<file path="config.mk">
export PLATFORM = sky130hd
export DESIGN_NAME = cbg_gen
export DESIGN_NICKNAME = d
export VERILOG_FILES = /design/src/cbg_pkg.sv /design/src/cbg_gen.sv /design/src/cbg_bar_lut.sv
export SDC_FILE = /design/constraint.sdc
export NUM_CORES = 1
export LEC_CHECK = 0
export BUFFER_PORTS_ARGS = -buffer_cell sky130_fd_sc_hd__buf_4
export CAP_MARGIN = 5
export CORE_UTILIZATION = 60
export CTS_CLUSTER_SIZE = 12
export DETAILED_ROUTE_END_ITERATION = 8
export PLACE_DENSITY = 0.79
export SLEW_MARGIN = 20
export SYNTH_ARGS = -nofsm -noshare
export SYNTH_HDL_FRONTEND = slang
export SYNTH_SLANG_ARGS = --single-unit
</file>
<file path="constraint.sdc">
create_clock -name core_clk -period 9.75 [get_ports core_clk]
set_clock_uncertainty 0.15 [all_clocks]
set_input_delay 0.975 -clock core_clk [delete_from_list [all_inputs] [get_ports core_clk]]
set_output_delay 0.975 -clock core_clk [all_outputs]
set_load 0.05 [all_outputs]
</file>
<file path="src/cbg_pkg.sv">
// package: constants for the colour-bar generator
package cbg_pkg;
    // line geometry
    localparam int ACT_PIX = 720;
    localparam int SRC_PIX = 640;
    localparam int BAR_CNT = 7;
    localparam int HBLANK_CNT = 268;
    localparam int LINE_CNT = ACT_PIX * 2 + HBLANK_CNT + 8;
    // ntsc frame
    localparam int NTSC_LINES = 525;
    localparam int NTSC_F1_ACT_FIRST = 20;
    localparam int NTSC_F1_ACT_LAST = 263;
    localparam int NTSC_F2_FIRST = 266;
    localparam int NTSC_F2_ACT_FIRST = 283;
    localparam int NTSC_F2_ACT_LAST = 525;
    localparam int NTSC_F1_IMG = 240;
    localparam int NTSC_F2_IMG = 240;
    localparam int NTSC_F1_FIRST = 4;
    // pal frame
    localparam int PAL_LINES = 625;
    localparam int PAL_F1_ACT_FIRST = 23;
    localparam int PAL_F1_ACT_LAST = 310;
    localparam int PAL_F2_FIRST = 313;
    localparam int PAL_F2_ACT_FIRST = 336;
    localparam int PAL_F2_ACT_LAST = 623;
    // levels
    localparam logic [7:0] BLANK_Y = 8'h10;
    localparam logic [7:0] BLANK_C = 8'h80;
    localparam logic [7:0] PAL_WHITE_Y = 8'heb;
    localparam logic [7:0] DARK_Y = 8'h10;
    // reset values
    localparam logic [10:0] PIX_RST = 11'h000;
    localparam logic [9:0] LINE_RST = 10'h001;
endpackage : cbg_pkg

</file>
<file path="src/cbg_gen.sv">
// colour-bar test pattern generator with bt656 framing
// Functional notes
// - seven equal bars: white yellow cyan green magenta red blue
// - ntsc luma 180 162 131 112 84 65 35
// - pal luma 235 then same as ntsc for other bars
// - blue chroma 128 44 156 72 184 100 212
// - red chroma 128 142 44 58 198 212 114
// - ntsc lines 720 pixels wide, bars spread over all 720 as in pal
// - ntsc field 1 244 lines: 240 image then 4 dark; field 2 243 lines: 240 image then 3 dark
// - pal field 288 lines, 720 pixels wide
// - progressive data framed by horizontal and vertical blanking
// - selected pattern replaces sensor stream at pipeline entry
// - bars encoded into bt656 stream with blanking periods
// - ntsc active lines 20-263 and 283-525
// - pal active lines 23-310 and 336-623
`timescale 1ns/1ps
`default_nettype none
module cbg_gen (
    // clock and reset
    input wire logic core_clk,
    input wire logic rst,
    // control
    input wire logic pattern_en,
    input wire logic pal_mode,
    // sensor side stream
    input wire logic [7:0] sensor_data,
    input wire logic sensor_valid,
    // image_flow_processor entry
    output logic [7:0] pipe_data,
    output logic pipe_valid,
    // bt656 stream
    output logic [7:0] bt_data,
    output logic bt_active,
    output logic bt_field
);
    logic [10:0] pix;
    logic [9:0] line;
    logic [10:0] next_pix;
    logic [9:0] next_line;
    logic [7:0] next_bt_data;
    logic next_bt_active;
    logic next_bt_field;
    logic [7:0] next_pipe_data;
    logic next_pipe_valid;
    logic field2;
    logic vblank;
    logic dark;
    logic [9:0] col;
    logic [2:0] bar;
    logic [7:0] lut_val;

    function automatic logic [7:0] trs(input logic f, input logic v, input logic h);
        logic p3, p2, p1, p0;
        p3 = v ^ h;
        p2 = f ^ h;
        p1 = f ^ v;
        p0 = f ^ v ^ h;
        trs = {1'b1, f, v, h, p3, p2, p1, p0};
    endfunction

    // active pixel column within the 720 wide picture
    assign col = 10'((pix - 11'd4) >> 1);
    assign bar = (col >= 10'(cbg_pkg::ACT_PIX)) ? 3'd6
        : 3'((32'(col) * cbg_pkg::BAR_CNT) / cbg_pkg::ACT_PIX);

    cbg_bar_lut u_lut (
        .bar(bar),
        .phase(pix[1:0]),
        .pal_mode(pal_mode),
        .value(lut_val)
    );

    always_comb
    begin
        field2 = 1'b0;
        vblank = 1'b1;
        dark = 1'b0;
        if (pal_mode)
        begin
            field2 = line >= 10'(cbg_pkg::PAL_F2_FIRST)
                && line <= 10'(cbg_pkg::PAL_LINES);
            vblank = !((line >= 10'(cbg_pkg::PAL_F1_ACT_FIRST)
                    && line <= 10'(cbg_pkg::PAL_F1_ACT_LAST))
                || (line >= 10'(cbg_pkg::PAL_F2_ACT_FIRST)
                    && line <= 10'(cbg_pkg::PAL_F2_ACT_LAST)));
        end
        else
        begin
            field2 = (line >= 10'(cbg_pkg::NTSC_F2_FIRST))
                || (line < 10'(cbg_pkg::NTSC_F1_FIRST));
            vblank = !((line >= 10'(cbg_pkg::NTSC_F1_ACT_FIRST)
                    && line <= 10'(cbg_pkg::NTSC_F1_ACT_LAST))
                || (line >= 10'(cbg_pkg::NTSC_F2_ACT_FIRST)
                    && line <= 10'(cbg_pkg::NTSC_F2_ACT_LAST)));
            // last lines of each field dark
            dark = (line > 10'(cbg_pkg::NTSC_F1_ACT_FIRST + cbg_pkg::NTSC_F1_IMG - 1)
                    && line <= 10'(cbg_pkg::NTSC_F1_ACT_LAST))
                || (line > 10'(cbg_pkg::NTSC_F2_ACT_FIRST + cbg_pkg::NTSC_F2_IMG - 1)
                    && line <= 10'(cbg_pkg::NTSC_F2_ACT_LAST));
        end
    end

    always_comb
    begin
        next_pix = pix + 11'd1;
        next_line = line;
        if (pix == 11'(cbg_pkg::LINE_CNT - 1))
        begin
            next_pix = cbg_pkg::PIX_RST;
            next_line = line + 10'd1;
            if (line == 10'(pal_mode ? cbg_pkg::PAL_LINES : cbg_pkg::NTSC_LINES))
                next_line = cbg_pkg::LINE_RST;
        end
        if (!pattern_en)
        begin
            next_pix = cbg_pkg::PIX_RST;
            next_line = cbg_pkg::LINE_RST;
        end
    end

    always_comb
    begin
        next_bt_field = field2;
        next_bt_active = 1'b0;
        next_bt_data = cbg_pkg::BLANK_C;
        // timing codes at line start and end
        if (pix < 11'd4 || (pix >= 11'(cbg_pkg::ACT_PIX * 2 + 4)
            && pix < 11'(cbg_pkg::ACT_PIX * 2 + 8)))
        begin
            case (pix[1:0])
                2'd0: next_bt_data = 8'hff;
                2'd3: next_bt_data = trs(field2, vblank, pix >= 11'd4);
                default: next_bt_data = 8'h00;
            endcase
        end
        else if (pix < 11'(cbg_pkg::ACT_PIX * 2 + 4) && !vblank && !dark)
        begin
            next_bt_active = 1'b1;
            next_bt_data = lut_val;
        end
        else if (pix[0])
            next_bt_data = cbg_pkg::BLANK_Y;
        else
            next_bt_data = cbg_pkg::BLANK_C;
        // idle chroma level, no stray sync bytes while off
        if (!pattern_en)
        begin
            next_bt_active = 1'b0;
            next_bt_data = cbg_pkg::BLANK_C;
        end
    end

    always_comb
    begin
        next_pipe_data = pattern_en ? next_bt_data : sensor_data;
        next_pipe_valid = pattern_en ? next_bt_active : sensor_valid;
    end

    always_ff @(posedge core_clk or posedge rst)
    begin
        if (rst)
        begin
            pix <= cbg_pkg::PIX_RST;
            line <= cbg_pkg::LINE_RST;
            bt_data <= cbg_pkg::BLANK_C;
            bt_active <= 1'b0;
            bt_field <= 1'b0;
            pipe_data <= 8'h00;
            pipe_valid <= 1'b0;
        end
        else
        begin
            pix <= next_pix;
            line <= next_line;
            bt_data <= next_bt_data;
            bt_active <= next_bt_active;
            bt_field <= next_bt_field;
            pipe_data <= next_pipe_data;
            pipe_valid <= next_pipe_valid;
        end
    end

    property p_blank_level;
        @(posedge core_clk) disable iff (rst)
        (pattern_en && vblank && pix == 11'h00b) |=> (bt_data == cbg_pkg::BLANK_Y);
    endproperty
    a_blank_level: assert property (p_blank_level) else $error("blank luma wrong");

    property p_sav;
        @(posedge core_clk) disable iff (rst)
        (pattern_en && pix == 11'd0) |=> (bt_data == 8'hff) ##3 (bt_data[4] == 1'b0);
    endproperty
    a_sav: assert property (p_sav) else $error("sav code wrong");

    property p_first_bar;
        @(posedge core_clk) disable iff (rst)
        (pattern_en && !vblank && !dark && pix == 11'd5 && !pal_mode)
            |=> (bt_data == 8'hb4);
    endproperty
    a_first_bar: assert property (p_first_bar) else $error("ntsc white wrong");

    property p_pal_white;
        @(posedge core_clk) disable iff (rst)
        (pattern_en && !vblank && pix == 11'd5 && pal_mode) |=> (bt_data == 8'heb);
    endproperty
    a_pal_white: assert property (p_pal_white) else $error("pal white wrong");

    property p_blue_cb;
        @(posedge core_clk) disable iff (rst)
        (pattern_en && !vblank && !dark && pix == 11'd1436) |=> (bt_data == 8'hd4);
    endproperty
    a_blue_cb: assert property (p_blue_cb) else $error("blue cb wrong");

    property p_yellow_cr;
        @(posedge core_clk) disable iff (rst)
        (pattern_en && !vblank && !dark && pix == 11'd250) |=> (bt_data == 8'h8e);
    endproperty
    a_yellow_cr: assert property (p_yellow_cr) else $error("yellow cr wrong");

    property p_active_len;
        @(posedge core_clk) disable iff (rst)
        $rose(bt_active) && pattern_en |-> bt_active [*8];
    endproperty
    a_active_len: assert property (p_active_len) else $error("active run short");

    property p_ntsc_vbi;
        @(posedge core_clk) disable iff (rst)
        (pattern_en && !pal_mode && line == 10'd10) |=> !bt_active;
    endproperty
    a_ntsc_vbi: assert property (p_ntsc_vbi) else $error("ntsc vbi active");

    property p_dark;
        @(posedge core_clk) disable iff (rst)
        (pattern_en && !pal_mode && line == 10'd261) |=> !bt_active;
    endproperty
    a_dark: assert property (p_dark) else $error("dark line active");

    property p_bypass;
        @(posedge core_clk) disable iff (rst)
        (!pattern_en && sensor_valid) |=> pipe_valid;
    endproperty
    a_bypass: assert property (p_bypass) else $error("sensor not passed");

    c_pal: cover property (@(posedge core_clk) disable iff (rst) pal_mode && bt_active);
    c_ntsc: cover property (@(posedge core_clk) disable iff (rst) !pal_mode && bt_active);
    c_field2: cover property (@(posedge core_clk) disable iff (rst) bt_field && bt_active);
endmodule // cbg_gen
`default_nettype wire

</file>
<file path="src/cbg_bar_lut.sv">
// bar index and chroma phase to YCbCr byte lookup
`timescale 1ns/1ps
`default_nettype none
module cbg_bar_lut (
    // selection
    input wire logic [2:0] bar,
    input wire logic [1:0] phase,
    input wire logic pal_mode,
    // result
    output logic [7:0] value
);
    logic [7:0] y_tab [7];
    logic [7:0] cb_tab [7];
    logic [7:0] cr_tab [7];
    // ntsc luma
    assign y_tab = '{8'hb4, 8'ha2, 8'h83, 8'h70, 8'h54, 8'h41, 8'h23};
    // chroma blue difference
    assign cb_tab = '{8'h80, 8'h2c, 8'h9c, 8'h48, 8'hb8, 8'h64, 8'hd4};
    // chroma red difference
    assign cr_tab = '{8'h80, 8'h8e, 8'h2c, 8'h3a, 8'hc6, 8'hd4, 8'h72};

    always_comb
    begin
        value = cbg_pkg::BLANK_C;
        case (phase)
            2'd0: value = cb_tab[bar];
            2'd2: value = cr_tab[bar];
            default:
            begin
                if (pal_mode && bar == 3'd0)
                    value = cbg_pkg::PAL_WHITE_Y;
                else
                    value = y_tab[bar];
            end
        endcase
    end
endmodule // cbg_bar_lut
`default_nettype wire

</file>
# Word level (Yosys, flattened, before mapping)
# Memory sizes are Yosys's and may differ from the RTL's.
# Cells that the tools add are included.
# W data, S select, Z words.
[word_totals]
rom_bits = 192
memories = 3
reg_bits = 40
[classes]
n_lt_le_gt_ge = 21
n_mux = 28
multipliers = 1
reduce_logical = 22
n_div = 1
bitwise_logic = 5
n_addsub = 3
eq_ne = 5
[mem_list]
columns = ["memory", "words", "width", "read_ports", "rd_clocked_by_memory_dff", "wr", "line", "rtl"]
rows = [
  ["(name not given)", 8, 8, 1, 0, 0, "cbg_bar_lut.sv:26", "2'd0: value = cb_tab[bar];"],
  ["(name not given)", 8, 8, 1, 0, 0, "cbg_bar_lut.sv:33", "value = y_tab[bar];"],
  ["(name not given)", 8, 8, 1, 0, 0, "cbg_bar_lut.sv:27", "2'd2: value = cr_tab[bar];"],
]
[op_table]
columns = ["operator", "n"]
rows = [
  ["$mux W8", 12],
  ["$ge A10 B9 Y1 const B", 4],
  ["$div A13 B10 Y32 const B", 1],
  ["$pmux W8 S2", 2],
  ["$le A10 B10 Y1 const B", 3],
  ["$mux W10", 3],
  ["$lt A11 B11 Y1 const B", 2],
  ["$mux W11", 2],
  ["$ge A10 B5 Y1 const B", 2],
  ["$le A10 B9 Y1 const B", 2],
  ["$mul A10 B3 Y13 const B", 1],
  ["$add A11 B1 Y11 const B", 1],
  ["$eq A11 B11 Y1 const B", 1],
  ["$ge A11 B11 Y1 const B", 1],
  ["$ge A11 B3 Y1 const B", 1],
  ["$logic_and A1 B1 Y1", 11],
  ["$lt A11 B3 Y1 const B", 1],
  ["$sub A11 B3 Y11 const B", 1],
  ["$add A10 B1 Y10 const B", 1],
  ["$eq A10 B10 Y1", 1],
  ["$ge A10 B10 Y1 const B", 1],
  ["$gt A10 B10 Y1 const B", 1],
  ["$gt A10 B9 Y1 const B", 1],
  ["$lt A10 B3 Y1 const B", 1],
  ["12 further kinds", 29],
]

# Logic depth before layout (Yosys ltp)
[logic_depth]
word_depth = 14
mapped_depth = 35
ltp_nobuf = 33

# Cells and area by module
# A second synthesis with hierarchy kept.
[hier_totals]
hier_cells = 580
hier_area_um2 = 4564.4
[modules_own_cells]
columns = ["module", "cells_per_inst", "area_each_um2", "instances", "seq_area_each_um2"]
rows = [
  ["cbg_gen", 521, 4119.0, 1, 1003.5],
  ["cbg_bar_lut", 59, 445.4, 1, 0.0],
]

# Worst setup path before layout
# OpenSTA, ideal clock, no wires.
[synth_path]
path_type = "register to register"
startpoint = "register pix[3]"
endpoint = "register pipe_data[7]"
path_slack_ps = 2510
setup_time_ps = 132
period_less_slack_ps = 7240
n_path_buf = 3
stages_incl_launch_ff = 36
arrival_ps = 6957
required_time_ps = 9468
cell_sequence = "dfrtp_1 -> clkbuf_1 -> inv_1 -> ha_1 -> nand2_1 -> or3_1 -> xor2_1 -> xor2_1 -> ha_1 -> or2_2 -> ha_1 -> clkbuf_1 -> a21oi_1 -> nand2_1 -> o21ai_0 -> a21o_1 -> clkbuf_1 -> inv_2 -> ha_1 -> nor2b_1 -> nand2_1 -> o21a_1 -> a211oi_1 -> a31oi_1 -> a21o_1 -> a211o_1 -> and2_1 -> nand2b_1 -> ha_1 -> nand2_1 -> a21oi_1 -> mux2_2 -> a31oi_1 -> a21oi_1 -> a221oi_1 -> a21oi_1"
[synth_between]
elab_chain_cells = 14
[synth_rtl]
columns = ["item", "line", "rtl"]
rows = [
  ["from (decl)", "cbg_gen.sv:36", "logic [10:0] pix;"],
  ["from (signal assigned)", "cbg_gen.sv:163", "pix <= cbg_pkg::PIX_RST;"],
  ["from (signal assigned)", "cbg_gen.sv:173", "pix <= next_pix;"],
  ["$sub A11 B3 Y11", "cbg_gen.sv:62", "assign col = 10'((pix - 11'd4) >> 1);"],
  ["$mul A10 B3 Y13", "cbg_gen.sv:64", ": 3'((32'(col) * cbg_pkg::BAR_CNT) / cbg_pkg::ACT_PIX);"],
  ["$div A13 B10 Y32", "cbg_gen.sv:64", ""],
  ["$mux W3", "cbg_gen.sv:63", "assign bar = (col >= 10'(cbg_pkg::ACT_PIX)) ? 3'd6"],
  ["$not A3 Y4 (not written as such)", "cbg_bar_lut.sv:26, cbg_bar_lut.sv:27, cbg_bar_lut.sv:33", ""],
  ["$mem_v2 Z8 W8", "-", ""],
  ["$mux W8 (not written as such) (2 in a row)", "cbg_bar_lut.sv:33", ""],
  ["$mux W8", "cbg_bar_lut.sv:30", "if (pal_mode && bar == 3'd0)"],
  ["$pmux W8 S2", "cbg_bar_lut.sv:25", "case (phase)"],
  ["$mux W8", "cbg_gen.sv:136", "else if (pix < 11'(cbg_pkg::ACT_PIX * 2 + 4) && !vblank && !dark)"],
  ["$mux W8 (*)", "cbg_gen.sv:127", "if (pix < 11'd4 || (pix >= 11'(cbg_pkg::ACT_PIX * 2 + 4)"],
  ["$mux W8 (*)", "cbg_gen.sv:146", "if (!pattern_en)"],
  ["$mux W8 (*)", "cbg_gen.sv:155", "next_pipe_data = pattern_en ? next_bt_data : sensor_data;"],
  ["named net next_pipe_data[7]", "cbg_gen.sv:43", "logic [7:0] next_pipe_data;"],
  ["to (signal assigned)", "cbg_gen.sv:178", "pipe_data <= next_pipe_data;"],
  ["to (decl)", "cbg_gen.sv:29", "output logic [7:0] pipe_data,"],
]
# Mark *: on every way through the listed nets, which the timed path passes. The rest lies on a longest branch. The select of a mux whose other input is x is not followed.
# A chain may end at the register's enable or synchronous reset.

# Final worst setup path
# Ends and elaborated chain as after synthesis.

==> impl_metrics.toml <==
[sta]
max_freq_mhz = 121
slew_violations = 0
fin_crit_ns = 8.26
fin_hold_ws_ns = 0.407
setup_ws_ns = 1.49
tns_ns = 0
finalHoldViolCount = 0
timing.final.crit_share_pct = 84.7
grt_setup_unrepaired = "false"
slew_headroom_pct = 37.5
tightest_slew_ns = 0.925
setup_viol_count_final = 0

[clock_network]
cts_buffer_depth = 2
cts_resized = 0
clk_pin_slew_ns = 0.09
cts_tree = "done"
cts_max_level = 2
cts.sinks = 40
cts_setup_buffers = 0
clkLatencyLatePin_ns = 0.30
hold_buffers = 0
cts_buffers = 5
root_buffer = "clkbuf_8"

[pwr]
p_leak_nw = 2.12
clockPowerShare_pct = 13.6
pwr-share-comb_pct = 69.8
pwr_density_cell_nw_per_um2 = 226
irDropWorstVdd_mv = 0.334
pwr-share-seq_pct = 16.6
switching_share_pct = 50.7
power.switching_mw = 0.554
cellInternalPower_mw = 0.539

[critical_path]
crit_top_cell = "ha_1"
cp_slowest_cell = "dfrtp_1"
worstSetupPathType = "reg2reg"
r2r_cells = 32
worst-path-max-fanout = 17
cp.required_ns = 9.78
end_kind = "flop"
worstSetupStartpointType = "flop"
timing.critical_path.buf_inv = 2
crit_family = "compound AO/OA/AOI/OAI gates"
slowest_delay_ns = 0.50
cp.depth = 32
worst_ep_arrival_time_ns = 8.29

[finish]
synthToLayoutAreaGrowth_pct = 8.12
post_layout_nonfiller_instances = 685
nNetsFinal = 641
diodes = 0
n_fill_cell = 643
layout-drive-gt1-share_pct = 11.3

[detailed_routing]
via_count = 4355
first_pass_iters = 5
drc = 0
drt-initial-drc-count = 281
viasPerCell = 6.36
ant_nets = 0
wl_mm = 11.5
wire_per_inst_um = 16.8

[yosys]
seq_area_frac_synth_pct = 22.5
ys.flop_type = "dfrtp_1"
syn-num-nets = 634
synth.largest_area_cell = "dfrtp_1"
synth_top_family_by_area = "compound AO/OA/AOI/OAI gates"
synth.cell_area_sq_um = 4470
syn_avg_cell_area_sq_um = 7.73
synth_compound_area_share_pct = 27.7
netlist_instances = 578
synthXorXnorAreaFrac_pct = 7.81
synth_top_area_share_pct = 21.3
muxShareOfSynthArea_pct = 1.18
yosysWarnings = 0
async_flop_share_pct = 100
ys_ff_latch = 40
synth_area_leaders = "dfrtp_1 21%, ha_1 11%, nor2_1 5.5%, a21oi_1 4.1%, nand2_1 3.9%"
synthDistinctLibCells = 74
synth-edff-count = 0
synth-adder-area-share_pct = 12.8
synthSimpleGateAreaFrac_pct = 22.5

[hold_path]
hold_path_class = "reg2reg"
hold_depth = 2

[global_routing]
antenna_found_initial = 0
grt_max_degree = 41
grt_pass1_wl_mm = 18.8
track_usage_pct = 30.6
globalRouteOverflowTotal = 0
grt_pass1_vias = 3947

[floorplanning]
fp.coreArea_sq_um = 7210
die-area_sq_um = 7800
die_x_um = 88.3
ios = 32
initial_core_util_pct = 61.9
die_h_um = 88.3
core.rowCount = 31

[placement]
hpwl_mm = 8.66
io_buffer_count = 31
dp.cells = 677
dpl_worst_slack_ns = 1.65
gp_congestion = 0.972

[outcome]
status = "complete, no violations"

[flow_run]
drv_cap = 0
[power groups by stage]
stage                     registers, mW  clock network, mW  logic [mW]
after floorplan                   0.218                  0       0.562
after global placement            0.185                  0       0.725
after detailed placement          0.185                  0       0.743
after CTS                         0.182              0.150       0.749
after global routing              0.183              0.157       0.838
final                             0.182              0.149       0.763
[layer usage]
metal,vias up,routed length (um),track usage [%]
li1,2094,-,-
met1,2069,4960,40.8
met2,165,5580,51.3
met3,27,685,4.38
met4,0,249,9.53
met5,-,0,0
[placed cells by master (no fill, tap or decap), types with 4 or more instances in the layout]
master and count:
nand3_1 16, nand2b_1 6, nor2_1 65, nand2_1 46
o21bai_1 5, and3_1 6, a21oi_1 37, dfrtp_1 38
nor3_1 18, xnor2_1 19, a211oi_1 8, o21a_1 5
nor2b_1 4, nor4_1 5, o211ai_1 10, inv_1 32
o32ai_1 4, a21o_1 12, clkbuf_8 6, a221oi_1 4
and2_1 8, xor2_1 19, ha_1 40, buf_4 32
a31oi_1 10, nand4_1 7, o21ai_0 34, or3_1 5
or2_2 4, a31o_2 4
[path summary, 6_finish.rpt]
kind	from	endpoint	slack, ns
setup / recovery	pix[3]	pipe_data[7]	1.49
hold / removal	line[0]	line[0]	0.41
setup reg to reg	pix[3]	pipe_data[7]	1.49
hold reg to reg	line[0]	line[0]	0.41
max in group asynchronous	rst	bt_data[7]	8.43
min in group asynchronous	rst	pix[10]	0.64
[kinds of logic (layout without fill, tap and decap cells)]
group,after synthesis,count (layout)
AOI/OAI and AO/OA,179,179
adders and majority gates,44,44
xor gates and xnor gates,39,39
buffers and inverters,66,74
DFF,40,40
muxes,5,5
and+or+nand+nor,205,205
[cell usage after synthesis, drive strengths merged (8+ instances only)]
master	count
nand2	46
a31oi	11
nor3	19
and2	8
a21o	12
nor2	65
nand3	16
ha	40
a21oi	39
clkbuf	29
xnor2	20
inv	34
o211ai	10
xor2	19
o21ai	37
dfrtp	38
a211oi	9
[area by class of cell]
type	instances	area (sq um)	area share, %
inverter	34	128	2.64
clock buffer	6	82.6	1.71
clock inverter	2	38.8	0.803
tap	99	124	2.56
multi-input combinational	472	3220	66.5
sequential	40	1000	20.8
timing repair buffer	32	240	4.97
[registers in the layout, indices dropped and copies added (netlist names)]
signal	count
bt_active	1
pix	11
pipe_data	8
line	10
pipe_valid	1
bt_data	8
bt_field	1
[through the flow]
step | power, mW | instance area (sq um) | util (%)
after CTS | 1.08 | 4830 | 67.0
after global routing | 1.18 | 4830 | 67.0
final | 1.09 | 4830 | 67.0
after detailed placement | 0.928 | 4710 | 65.3
after global placement | 0.909 | 4710 | 65.3
after floorplan | 0.779 | 4470 | -
[tightest hold or removal path, stage by stage, from the launching register on]
cell     delay (ns)
dfstp_2        0.41
nor2_1         0.10
a21oi_1        0.05
Power figures use the tool's default switching activity.
